===== src/adc_link_pkg.sv =====
// constants and types shared by both ends of the converter link
package adc_link_pkg;

    // ==========================================================
    // data format
    localparam int unsigned RESULT_W      = 18;
    localparam int unsigned BITCNT_W      = 5;
    localparam int unsigned CNT_W         = 8;

    // ==========================================================
    // timing in ns, as specified
    localparam int unsigned CLK_PERIOD_NS = 8;
    localparam int unsigned CNV_HIGH_NS   = 10;
    localparam int unsigned CNV_LOW_NS    = 20;
    localparam int unsigned DIN_HIGH_NS   = 10;
    localparam int unsigned CONV_MIN_NS   = 500;
    localparam int unsigned CONV_MAX_NS   = 1300;
    localparam int unsigned SCLK_HALF_NS  = 40;

    // ==========================================================
    // timing in clk cycles (least times round up)
    localparam int unsigned CNV_HIGH_CYC  = (CNV_HIGH_NS + CLK_PERIOD_NS - 1) / CLK_PERIOD_NS;
    localparam int unsigned CNV_LOW_CYC   = (CNV_LOW_NS + CLK_PERIOD_NS - 1) / CLK_PERIOD_NS;
    localparam int unsigned DIN_HIGH_CYC  = (DIN_HIGH_NS + CLK_PERIOD_NS - 1) / CLK_PERIOD_NS;
    localparam int unsigned CONV_CYC      = (CONV_MIN_NS + CLK_PERIOD_NS - 1) / CLK_PERIOD_NS;
    localparam int unsigned SYNC_MARGIN   = 4;
    localparam int unsigned CONV_WAIT_CYC = (CONV_MAX_NS + CLK_PERIOD_NS - 1) / CLK_PERIOD_NS
                                            + SYNC_MARGIN;
    localparam int unsigned SEL_WAIT_CYC  = 8;
    localparam int unsigned SCLK_HALF_CYC = SCLK_HALF_NS / CLK_PERIOD_NS;

    // ==========================================================
    // host wiring modes
    localparam logic [1:0] MODE_THREE = 2'h0;
    localparam logic [1:0] MODE_FOUR  = 2'h1;
    localparam logic [1:0] MODE_CHAIN = 2'h2;

    // ==========================================================
    // state machines
    typedef enum logic [1:0] {DEV_ACQ, DEV_CONV, DEV_READ} dev_state_type;
    typedef enum logic [2:0] {HOST_IDLE, HOST_PRE, HOST_CONV, HOST_SEL,
                              HOST_HIGH, HOST_LOW, HOST_DESEL} host_state_type;

endpackage : adc_link_pkg


===== src/adc_link_if.sv =====
// pin-level link between the converter end and the host end
`timescale 1ns/1ns
interface adc_link_if;
    logic convert_start_select;   // host -> device
    logic sclk;                   // host -> device
    logic din;                    // host -> device
    logic dout_bit;               // device data
    logic dout_oe;                // device drives dout when high
    logic dout;                   // resolved level, low when released

    // wire level seen by the host
    assign dout = dout_oe & dout_bit;

    modport device (
        input  convert_start_select,
        input  sclk,
        input  din,
        output dout_bit,
        output dout_oe
    );

    modport host (
        output convert_start_select,
        output sclk,
        output din,
        input  dout
    );
endinterface : adc_link_if


===== src/adc_device_end.sv =====
// converter end: conversion timing, mode capture and serial readout
//
// Overview of operation
// - power down from conversion end until next
// - three-wire: convert low selects, high releases
// - three-wire: msb driven as convert falls
// - host keeps convert high at least 10 ns
// - four-wire: din low selects, high releases
// - four-wire: msb driven as din falls
// - din high at convert rise: chip select
// - four-wire: convert low at least 20 ns
// - four-wire: deselect holds din high 10 ns
// - din low at convert rise: daisy chain
// - daisy chain shifts din in on sclk fall
// - next bit presented on each sclk fall
// - chip-select modes release after last bit
// - din at conversion start picks the mode
`timescale 1ns/1ns
module adc_device_end #(
    parameter int unsigned CONV_CYCLES = adc_link_pkg::CONV_CYC
) (
    input  wire logic                              clk,
    input  wire logic                              rst_b,
    adc_link_if.device                             link,
    input  wire logic [adc_link_pkg::RESULT_W-1:0] sample_value,
    output logic                                   conv_done,
    output logic                                   powered_down,
    output logic                                   chain_mode
);
    localparam int unsigned RW = adc_link_pkg::RESULT_W;
    localparam int unsigned BW = adc_link_pkg::BITCNT_W;
    localparam int unsigned CW = adc_link_pkg::CNT_W;

    // ==========================================================
    // pin sampling
    logic [2:0] pins_s;
    logic       cnv_s;
    logic       sck_s;
    logic       din_s;
    logic       cnv_p_q;
    logic       sck_p_q;

    sig_sync #(
        .W (3)
    ) u_pin_sync (
        .clk   (clk),
        .rst_b (rst_b),
        .d     ({link.convert_start_select, link.sclk, link.din}),
        .q     (pins_s)
    );

    assign cnv_s = pins_s[2];
    assign sck_s = pins_s[1];
    assign din_s = pins_s[0];

    // previous synchronised levels for edge finding
    always_ff @(posedge clk or negedge rst_b)
    begin
        if (!rst_b)
        begin
            cnv_p_q <= 1'b0;
            sck_p_q <= 1'b0;
        end
        else
        begin
            cnv_p_q <= cnv_s;
            sck_p_q <= sck_s;
        end
    end

    // ==========================================================
    // edge and select decode
    logic cnv_rise;
    logic sck_fall;
    logic selected;
    logic conv_end;

    adc_link_pkg::dev_state_type state_q;
    adc_link_pkg::dev_state_type state_d;
    logic [CW-1:0] conv_cnt_q;
    logic [BW-1:0] bit_cnt_q;
    logic [RW-1:0] shift_q;
    logic          chain_q;
    logic          done_q;
    logic          shift_in;
    logic          last_bit;
    logic          oe_d;

    assign cnv_rise = cnv_s & ~cnv_p_q;
    assign sck_fall = ~sck_s & sck_p_q;
    assign conv_end = (state_q == adc_link_pkg::DEV_CONV) &&
                      (conv_cnt_q == CW'(CONV_CYCLES - 1));
    // four-wire select
    // chip-select modes: convert low or din low selects; decided at the pins,
    // since the host may hold convert high well past the conversion end
    assign selected = chain_q ? ~cnv_s : ~(cnv_s & din_s);
    // frame length
    // eighteenth fall ends frame
    assign last_bit = (bit_cnt_q == BW'(RW - 1));
    // daisy shift in
    // upstream bit enters lsb
    assign shift_in = chain_q & din_s;

    // ==========================================================
    // state sequencing
    always_comb
    begin
        state_d = state_q;
        unique case (state_q)
            adc_link_pkg::DEV_ACQ:
            begin
                if (cnv_rise)
                    state_d = adc_link_pkg::DEV_CONV;
            end
            adc_link_pkg::DEV_CONV:
            begin
                if (conv_end)
                    state_d = adc_link_pkg::DEV_READ;
            end
            adc_link_pkg::DEV_READ:
            begin
                if (cnv_rise)
                    state_d = adc_link_pkg::DEV_CONV;
            end
        endcase
    end

    always_ff @(posedge clk or negedge rst_b)
    begin
        if (!rst_b)
            state_q <= adc_link_pkg::DEV_ACQ;
        else
            state_q <= state_d;
    end

    // ==========================================================
    // conversion timer
    always_ff @(posedge clk or negedge rst_b)
    begin
        if (!rst_b)
            conv_cnt_q <= '0;
        else if (state_q != adc_link_pkg::DEV_CONV)
            conv_cnt_q <= '0;
        else
            conv_cnt_q <= conv_cnt_q + CW'(1);
    end

    // ==========================================================
    // mode capture at conversion start
    always_ff @(posedge clk or negedge rst_b)
    begin
        if (!rst_b)
        begin
            chain_q <= 1'b0;
        end
        else
        begin
            if (cnv_rise)
                chain_q <= ~din_s;
        end
    end

    // ==========================================================
    // power state and completion pulse
    always_ff @(posedge clk or negedge rst_b)
    begin
        if (!rst_b)
        begin
            powered_down <= 1'b1;
            conv_done    <= 1'b0;
        end
        else
        begin
            // auto power down
            // off through acquisition
            if (conv_end)
                powered_down <= 1'b1;
            else if (cnv_rise)
                powered_down <= 1'b0;
            conv_done <= conv_end;
        end
    end

    // ==========================================================
    // output shift register and bit count
    always_ff @(posedge clk or negedge rst_b)
    begin
        if (!rst_b)
        begin
            shift_q   <= '0;
            bit_cnt_q <= '0;
            done_q    <= 1'b0;
        end
        else if (conv_end)
        begin
            shift_q   <= sample_value;
            bit_cnt_q <= '0;
            done_q    <= 1'b0;
        end
        else if ((state_q == adc_link_pkg::DEV_READ) && selected && sck_fall)
        begin
            // next bit per fall
            // msb leaves, next moves up
            shift_q   <= {shift_q[RW-2:0], shift_in};
            bit_cnt_q <= last_bit ? bit_cnt_q : bit_cnt_q + BW'(1);
            // release after last
            // only chip-select modes stop
            if (last_bit && !chain_q)
                done_q <= 1'b1;
        end
    end

    // ==========================================================
    // output enable decode
    // three-wire select
    assign oe_d = (state_q == adc_link_pkg::DEV_READ) && selected &&
                  !done_q && !(sck_fall && last_bit && !chain_q);

    // ==========================================================
    // pin drivers, registered
    always_ff @(posedge clk or negedge rst_b)
    begin
        if (!rst_b)
        begin
            link.dout_bit <= 1'b0;
            link.dout_oe  <= 1'b0;
            chain_mode    <= 1'b0;
        end
        else
        begin
            link.dout_bit <= shift_q[RW-1];
            link.dout_oe  <= oe_d;
            chain_mode    <= chain_q;
        end
    end

endmodule : adc_device_end


===== src/sig_sync.sv =====
// two-flop synchroniser for a bundle of independent levels
`timescale 1ns/1ns
module sig_sync #(
    parameter int unsigned W = 1
) (
    input  wire logic         clk,
    input  wire logic         rst_b,
    input  wire logic [W-1:0] d,
    output logic      [W-1:0] q
);
    logic [W-1:0] meta_q;

    // first stage feeds only the second
    always_ff @(posedge clk or negedge rst_b)
    begin
        if (!rst_b)
        begin
            meta_q <= '0;
            q      <= '0;
        end
        else
        begin
            meta_q <= d;
            q      <= meta_q;
        end
    end
endmodule : sig_sync


===== src/flat_wrapper.sv =====
// flat-port wrapper written by rule: the top's interface ports become plain ports
module adc_device_end_flat 
#(
    parameter int unsigned CONV_CYCLES = adc_link_pkg::CONV_CYC
)
  (clk, rst_b, sample_value, conv_done, powered_down, chain_mode, link_convert_start_select, link_sclk, link_din, link_dout_bit, link_dout_oe);
  adc_link_if link_i ();
  input  wire logic clk;
  input  wire logic rst_b;
  input  wire logic [adc_link_pkg::RESULT_W-1:0] sample_value;
  output logic conv_done;
  output logic powered_down;
  output logic chain_mode;
  input wire logic [$bits(link_i.convert_start_select)-1:0] link_convert_start_select;
  input wire logic [$bits(link_i.sclk)-1:0] link_sclk;
  input wire logic [$bits(link_i.din)-1:0] link_din;
  output wire logic [$bits(link_i.dout_bit)-1:0] link_dout_bit;
  output wire logic [$bits(link_i.dout_oe)-1:0] link_dout_oe;
  assign link_i.convert_start_select = link_convert_start_select;
  assign link_i.sclk = link_sclk;
  assign link_i.din = link_din;
  assign link_dout_bit = link_i.dout_bit;
  assign link_dout_oe = link_i.dout_oe;
  adc_device_end #(.CONV_CYCLES(CONV_CYCLES)) u_core (.clk(clk), .rst_b(rst_b), .link(link_i), .sample_value(sample_value), .conv_done(conv_done), .powered_down(powered_down), .chain_mode(chain_mode));
endmodule

===== config.mk =====
export PLATFORM = sky130hd
export DESIGN_NAME = adc_device_end_flat
export DESIGN_NICKNAME = d
export VERILOG_FILES = /design/src/adc_link_pkg.sv /design/src/adc_link_if.sv /design/src/adc_device_end.sv /design/src/sig_sync.sv /design/src/flat_wrapper.sv
export SDC_FILE = /design/constraint.sdc
export NUM_CORES = 1
export LEC_CHECK = 0
export CORE_UTILIZATION = 55
export DETAILED_ROUTE_END_ITERATION = 7
export DONT_BUFFER_PORTS = 1
export PLACE_DENSITY = 0.7
export SLEW_MARGIN = 10
export SYNTH_ARGS = -nofsm -noshare
export SYNTH_HDL_FRONTEND = slang
export SYNTH_HIERARCHICAL = 1
export SYNTH_SLANG_ARGS = --single-unit

===== constraint.sdc =====
create_clock -name clk -period 3.8 [get_ports clk]
set_clock_uncertainty 0.2 [all_clocks]
set_input_delay 0.19 -clock clk [delete_from_list [all_inputs] [get_ports clk]]
set_output_delay 0.19 -clock clk [all_outputs]
set_load 0.05 [all_outputs]

==> results of run 1 <==
## report_power, final
group,switching (mW),internal [mW]
clock,0.147,0.138
sequential,0.0555,0.552
combinational,0.0764,0.0587
## worst max path at each step
stage | startpoint | to | slack (ns) | depth (start not counted)
global placement | u_core/state_q[1]$_DFFE_PN0P_ | u_core/bit_cnt_q[3]$_DFFE_PN0P_ | 1.39 | 4
detailed placement | u_core/state_q[1]$_DFFE_PN0P_ | u_core/bit_cnt_q[3]$_DFFE_PN0P_ | 1.31 | 4
global route | u_core/state_q[1]$_DFFE_PN0P_ | u_core/bit_cnt_q[3]$_DFFE_PN0P_ | 1.09 | 4
CTS | u_core/state_q[1]$_DFFE_PN0P_ | u_core/bit_cnt_q[3]$_DFFE_PN0P_ | 1.28 | 4
finish | u_core/state_q[1]$_DFFE_PN0P_ | u_core/bit_cnt_q[3]$_DFFE_PN0P_ | 1.30 | 4
floorplan | u_core/state_q[1]$_DFFE_PN0P_ | u_core/shift_q[0]$_DFFE_PN0P_ | 1.77 | 5
## cell usage in the layout, fill, tap and decap left out, types with 2 or more instances in the layout
cell            n
a22o_1         17
nor3_1          3
and3_1          3
dfrtp_1        47
xnor2_1         3
nand2_1         4
inv_1           5
clkbuf_4        5
nor2_1         12
xor2_1          7
nand2b_1        2
ha_1            4
nand4_1         2
buf_4           2
o21ai_0         3
a21o_1         17
nand3_1         9
dlygate4sd3_1  22
## cells in the mapped netlist (all sizes together)
cell type   n
nand3       9
o21ai       4
a311oi      1
nand4bb     1
ha          4
a22o       17
xnor2       3
a221oi      1
mux2        1
a41oi       1
nor2       13
nand2b      2
inv         5
nor3        3
nand4       2
dfstp       1
buf         6
nor4        1
and3        3
dfrtp      47
clkbuf      1
and4bb      1
a21o       17
o22ai       1
xor2        7
or2         1
a21oi       1
nand2       4
nor4b       1
and2        1
## routing by layer
| metal | GRT usage, % | share of wire [%] | vias up |
|---|---|---|---|
| met1 | 27.8 | 44 | 688 |
| met5 | 0 | 0 | - |
| met3 | 6.07 | 2.7 | 5 |
| met4 | 7.85 | 1.6 | 0 |
| li1 | - | - | 618 |
| met2 | 35.2 | 52 | 22 |
## stage by stage
stage	hold WS, ns	utilization (%)	cell area [um2]	setup slack, ns	power (mW)
final	0.127	68.6	2340	1.30	1.03
after global placement	-0.305	59.1	2020	1.39	0.710
after detailed placement	-0.305	59.1	2020	1.31	0.720
after floorplan	-0.306	-	1990	1.77	0.701
after CTS	0.109	68.6	2340	1.28	1.04
after global routing	0.110	68.6	2340	1.09	1.09
## registers in the layout, indices dropped and copies added (netlist names)
signal                    count
u_core/chain_mode             1
u_core/bit_cnt_q              5
u_core/done_q                 1
u_core/cnv_p_q                1
u_core/conv_cnt_q             8
u_core/u_pin_sync/meta_q      3
u_core/shift_q               18
u_core/powered_down           1
u_core/chain_q                1
u_core/state_q                2
u_core/conv_done              1
u_core/link.dout_oe           1
u_core/sck_p_q                1
u_core/link.dout_bit          1
u_core/u_pin_sync/q           3
## worst register-to-register path, delay by kind of cell, from the launching register on
family | cells | cell delay, ns
AOI/OAI and AO/OA | 1 | 0.30
DFF | 1 | 0.45
and+or+nand+nor | 3 | 1.43
## area by class of cell
type | instances | area share, %
Clock buffer | 6 | 1.76
Clock inverter | 2 | 1.49
Inverter | 5 | 0.801
Multi-Input combinational cell | 100 | 31.0
Sequential cell | 48 | 51.3
Tap cell | 46 | 2.46
Timing Repair Buffer | 25 | 11.2
## cells by family after synthesis
logic type,count (synthesis),synth area share (%)
DFF,48,60.3
and+or+nand+nor,42,11.9
xor gates and xnor gates,10,4.39
muxes,1,0.565
adders and majority gates,4,2.51
AOI/OAI and AO/OA,43,17.1
buffers and inverters,12,3.32
## what timing repair did
action / CTS / global route
buffers inserted: 0 / 0
endpoints found under the setup margin: 0 / 0
hold buffers: 23 / 0
endpoints found under the hold margin: 69 / 0
==> reports/metrics.csv, run 1 <==
stage;metric;value;unit
sta;period_minus_slack;2.50;ns
setup_path;critPathLaunchType;register;
setup_path;worst_ep_arrival_time;2.54;ns
setup_path;criticalPathCategory;register to register;
clock_network;clock_latency;0.35;ns
sta;fmax;400;MHz
routing;ant_nets;0;
setup_path;crit_path_top_delay_cell;nor4_4;
clock_network;cts-resized-gates;0;
logic_synthesis;synthCells;160;
floorplan;start_util;58.4;%
finish;n_antenna_cell;0;
sta;hold_viol_final;0;
finish;final_cells;232;
routing;firstDrtPassIters;4;
sta;fin_crit_sh;65.8;%
routing;via_per_inst;5.75;
floorplan;io_pins;28;
logic_synthesis;synth_area_leaders;dfrtp_1 (59%), a22o_1 (7.5%), a21o_1 (6.4%);
finish;nets;212;
sta;worst_pin_slew;0.763;ns
routing;drcViolationCount;0;
setup_path;path_max_fanout;17;
logic_synthesis;synth.avg_cell_area;12.5;um2
global_routing;grt_max_degree;49;
setup_path;rr_worst_depth;4;
floorplan;die_area;0.00387;mm2
floorplan;die_h;62.2;um
run;maxCapViolCount;0;
setup_path;cp.required;3.84;ns
logic_synthesis;synth_top_area_cell;dfrtp_1;
setup_path;slowest_delay;0.78;ns
setup_path;cp_num_buf_inv;0;
place;numPortBuffers;0;
logic_synthesis;ys_seq_area_share;60.3;%
global_routing;grt_usage;21.6;%
setup_path;reg2reg_slack;1.30;ns
setup_path;path_cells;nand2b_1 -> nor4_4 -> nor2_2 -> a22o_1;
clock_network;cts.path.max_buffers;2;
power_and_ir_drop;leakage;1.22;nW
logic_synthesis;synth_top_area_share;59.0;%
sta;max_slew_margin;48.8;%
routing;dr_total_vias;1333;
finish;drive_gt1_share;9.14;%
finish;syn_to_final_growth;17.5;%
clock_network;cts-htree-levels;2;
finish;seqCellArea;0.00120;mm2
routing;wirelength;3520;um
setup_path;cp_top_family;simple AND/OR/NAND/NOR gates;
clock_network;cts_root_buf;clkbuf_4;
place;gp_congestion;0.733;
setup_path;r2r-start;u_core/state_q[1]$_DFFE_PN0P_;
logic_synthesis;ys_types;34;
sta;slew_viol_final;0;
setup_path;cp-end-kind;register;
global_routing;antenna_found_initial;0;
finish;n_fill_cell;246;
outcome;status;completed;
clock_network;tritoncts;built;
clock_network;clk_pin_slew_worst_paths;0.13;ns
finish;multiInputGateArea;726;um2
place;dpl.cell_count;201;
global_routing;gr-total-overflow;0;
setup_path;r2r-end;u_core/bit_cnt_q[3]$_DFFE_PN0P_;
sta;rsz0062_at_grt;false;
sta;finalSetupViolations;0;
floorplan;core_region_area;0.00342;mm2
floorplan;num_rows;21;
clock_network;cts_buffers;5;
hold_path;hold_class;input pin to asynchronous set/reset pin;
logic_synthesis;syn-cell-area;0.00199;mm2
clock_network;cts_num_sinks;48;
routing;drt-initial-drc-count;76;
global_routing;grt_pass1_wl;6360;um
logic_synthesis;mappedNetlistNets;187;
logic_synthesis;ys_warn_count;6;
power_and_ir_drop;ir_drop;0.298;mV
logic_synthesis;ys_seq_elements;48;
routing;detail_route.wl_per_cell;15.2;um
global_routing;first_global_vias;1371;
floorplan;die_w;62.2;um
place;hpwl;2310;um
sta;final.setup.tns;0;ns
power_and_ir_drop;power.density;439;mW/mm2
Note: power is estimated with default switching activity, not from simulation.
==> run 2: changes to the inputs <==
==> constraint.sdc (replaced) <==
create_clock -name clk -period 2.62 [get_ports clk]
set_clock_uncertainty 0.2 [all_clocks]
set_input_delay 0.131 -clock clk [delete_from_list [all_inputs] [get_ports clk]]
set_output_delay 0.131 -clock clk [all_outputs]
set_load 0.05 [all_outputs]
==> run 2 against run 1 <==
Non-clock buffer count rose by 3. Highest routed layer unchanged. Clock power rose by 31%. Via count fell by 1.7%. Worst setup slack got worse by 0.94 ns. Maximum frequency rose by 10%. Sequential cell count did not move. Critical endpoint is now u_core/shift_q[16]$_DFFE_PN0P_. Global-route usage fell by 0.97 points. Cell count rose by 1.3%. Critical path depth rose by 2.
==> reports/metrics.csv, run 2 (same netlist as run 1, synthesis figures left out) <==
stage;metric;value;unit;change
outcome;status;completed;;
global_routing;first_global_vias;1370;;-0.073%
power_and_ir_drop;p_int;1.04;mW;+39%
sta;slew_viol_final;0;;unchanged
routing;drt-initial-drc-count;80;;+5.3%
power_and_ir_drop;sw_frac_of_total;27.7;%;+0.60 points
routing;via_per_inst;5.57;;-3.0%
setup_path;rr_worst_depth;6;;+2
power_and_ir_drop;power.density;613;mW/mm2;+40%
clock_network;clock_latency;0.35;ns;about the same
clock_network;cts_num_sinks;48;;unchanged
finish;largest_register_ffs;18;;unchanged
run;maxCapViolCount;0;;unchanged
finish;syn_to_final_growth;18.3;%;
setup_path;cp.required;2.72;ns;-1.12 ns
sta;period_minus_slack;2.26;ns;-0.236 ns
clock_network;cts_buffers;5;;unchanged
place;hpwl;2170;um;-6.0%
setup_path;r2r-start;u_core/state_q[1]$_DFFE_PN0P_;;
setup_path;r2r-end;u_core/shift_q[16]$_DFFE_PN0P_;;
power_and_ir_drop;seqPwrFrac;60.7;%;+1.6 points
floorplan;die_h;62.2;um;unchanged
routing;firstDrtPassIters;4;;unchanged
routing;met3_wirelength;134;um;+40%
sta;finalSetupViolations;0;;unchanged
power_and_ir_drop;clkPwrFrac;25.8;%;-1.9 points
setup_path;criticalPathCategory;register to register;;
power_and_ir_drop;leakage;1.23;nW;+0.97%
sta;fin_crit_sh;86.4;%;+21 points
floorplan;die_area;0.00387;mm2;unchanged
sta;max_slew_margin;54.4;%;+5.6 points
sta;fmax;442;MHz;+10%
global_routing;grt_max_degree;49;;unchanged
finish;multiInputGateArea;726;um2;unchanged
power_and_ir_drop;p_comb_share;13.5;%;+0.4 points
floorplan;io_pins;28;;unchanged
routing;highest_layer;met4;;
clock_network;clk_pin_slew_worst_paths;0.13;ns;about the same
routing;drt-met1-wl;1520;um;-1.1%
finish;n_fill_cell;250;;+1.6%
sta;final.setup.tns;0;ns;unchanged
sta;worst_pin_slew;0.683;ns;-0.0795 ns
finish;reg.largest.list;u_core/shift_q (18), u_core/conv_cnt_q (8), u_core/bit_cnt_q (5);;
global_routing;grt_pass1_wl;6200;um;-2.5%
finish;n_antenna_cell;0;;unchanged
clock_network;cts_root_buf;clkbuf_4;;
sta;rsz0062_at_grt;false;;
clock_network;tritoncts;built;;
routing;dr_total_vias;1310;;-1.7%
routing;ant_nets;0;;unchanged
clock_network;cts.path.max_buffers;2;;unchanged
setup_path;path_max_fanout;10;;-7
global_routing;grt_usage;20.7;%;-0.97 points
clock_network;cts-htree-levels;2;;unchanged
finish;drive_gt1_share;10.6;%;+1.4 points
floorplan;num_rows;21;;unchanged
global_routing;gr-total-overflow;0;;unchanged
power_and_ir_drop;ir_drop;0.449;mV;+51%
sta;hold_viol_final;0;;unchanged
finish;final_common_cell;dfrtp_1;;
finish;nets;215;;+1.4%
clock_network;cts_setup_buffers;0;;unchanged
hold_path;hold_class;input pin to asynchronous set/reset pin;;
floorplan;start_util;58.4;%;unchanged
routing;wl_met2;1700;um;-7.2%
routing;detail_route.wl_per_cell;14.3;um;-5.5%
floorplan;die_w;62.2;um;unchanged
place;gp_congestion;0.724;;-1.3%
setup_path;worst_ep_arrival_time;2.36;ns;-0.18 ns
floorplan;core_region_area;0.00342;mm2;unchanged
place;numPortBuffers;0;;unchanged
power_and_ir_drop;power.net_switching;0.401;mW;+44%
routing;wirelength;3370;um;-4.2%
setup_path;cp-end-kind;register;;
finish;final_cell_mix;dfrtp_1 (47), dlygate4sd3_1 (22), a21o_1 (17), a22o_1 (17), nor2_1 (12);;
finish;seqCellArea;0.00120;mm2;unchanged
finish;top_register;u_core/shift_q;;
sta;hold_slack;0.0516;ns;-0.0750 ns
setup_path;reg2reg_slack;0.36;ns;-0.94 ns
routing;drcViolationCount;0;;unchanged
setup_path;critPathLaunchType;register;;
global_routing;antenna_found_initial;0;;unchanged
## run 2: changes by cell type in the layout (fill, tap and decap cells not counted), sizes merged
cell    delta
clkinv     -1
buf        +3
clkbuf     +2
bufinv     -1
## run 2: per-stage QoR
stage	cells	area [um2]	utilization [%]	total power, mW	setup WS, ns
floorplan	160	1990	-	1.02	0.593
global placement	204	2040	59.8	1.03	0.460
finish	235	2360	69.0	1.45	0.357
detailed placement	204	2040	59.8	1.04	0.420
CTS	235	2360	69.0	1.46	0.397
global route	235	2360	69.0	1.52	0.226
## run 2: final cells by class
class | instances | share of cell area [%]
timing repair buffer | 28 | 12.1
tap | 46 | 2.44
multi-input combinational | 100 | 30.8
sequential | 48 | 51.0
clock buffer | 8 | 2.92
inverter | 5 | 0.796
## run 2: critical path: stages, from the launching register on
cell and delay (ns):
dfrtp_1 0.45, nand2b_1 0.35, nor4_4 0.56, buf_4 0.26
buf_4 0.16, a22o_1 0.14, a21o_1 0.08
## run 2: power groups by stage
stage | clock, mW | sequential [mW] | combinational, mW
3_3_place_gp | 0 | 0.889 | 0.145
4_1_cts | 0.390 | 0.877 | 0.197
3_5_place_dp | 0 | 0.893 | 0.149
5_1_grt | 0.412 | 0.889 | 0.224
6_report | 0.373 | 0.878 | 0.195
2_1_floorplan | 0 | 0.878 | 0.139
## run 2: routing by layer
layer	GRT usage [%]	up-vias
li1	-	631
met3	4.96	2
met4	6.10	0
met5	0	-
met2	34.8	28
met1	26.6	649
## run 2: worst max path at each step
stage	from	to	depth (start not counted)
final	u_core/state_q[1]$_DFFE_PN0P_	u_core/shift_q[16]$_DFFE_PN0P_	6
after global routing	u_core/state_q[1]$_DFFE_PN0P_	u_core/shift_q[16]$_DFFE_PN0P_	6
after CTS	u_core/state_q[1]$_DFFE_PN0P_	u_core/shift_q[16]$_DFFE_PN0P_	6
after detailed placement	u_core/state_q[1]$_DFFE_PN0P_	u_core/shift_q[0]$_DFFE_PN0P_	4
after global placement	u_core/state_q[1]$_DFFE_PN0P_	u_core/shift_q[0]$_DFFE_PN0P_	4
after floorplan	u_core/state_q[1]$_DFFE_PN0P_	u_core/shift_q[0]$_DFFE_PN0P_	5
## run 2: timing repair
| item | CTS | global route |
|---|---|---|
| gates resized for setup | 0 | 0 |
| endpoints found under the hold margin | 69 | 0 |
| hold buffers | 23 | 0 |
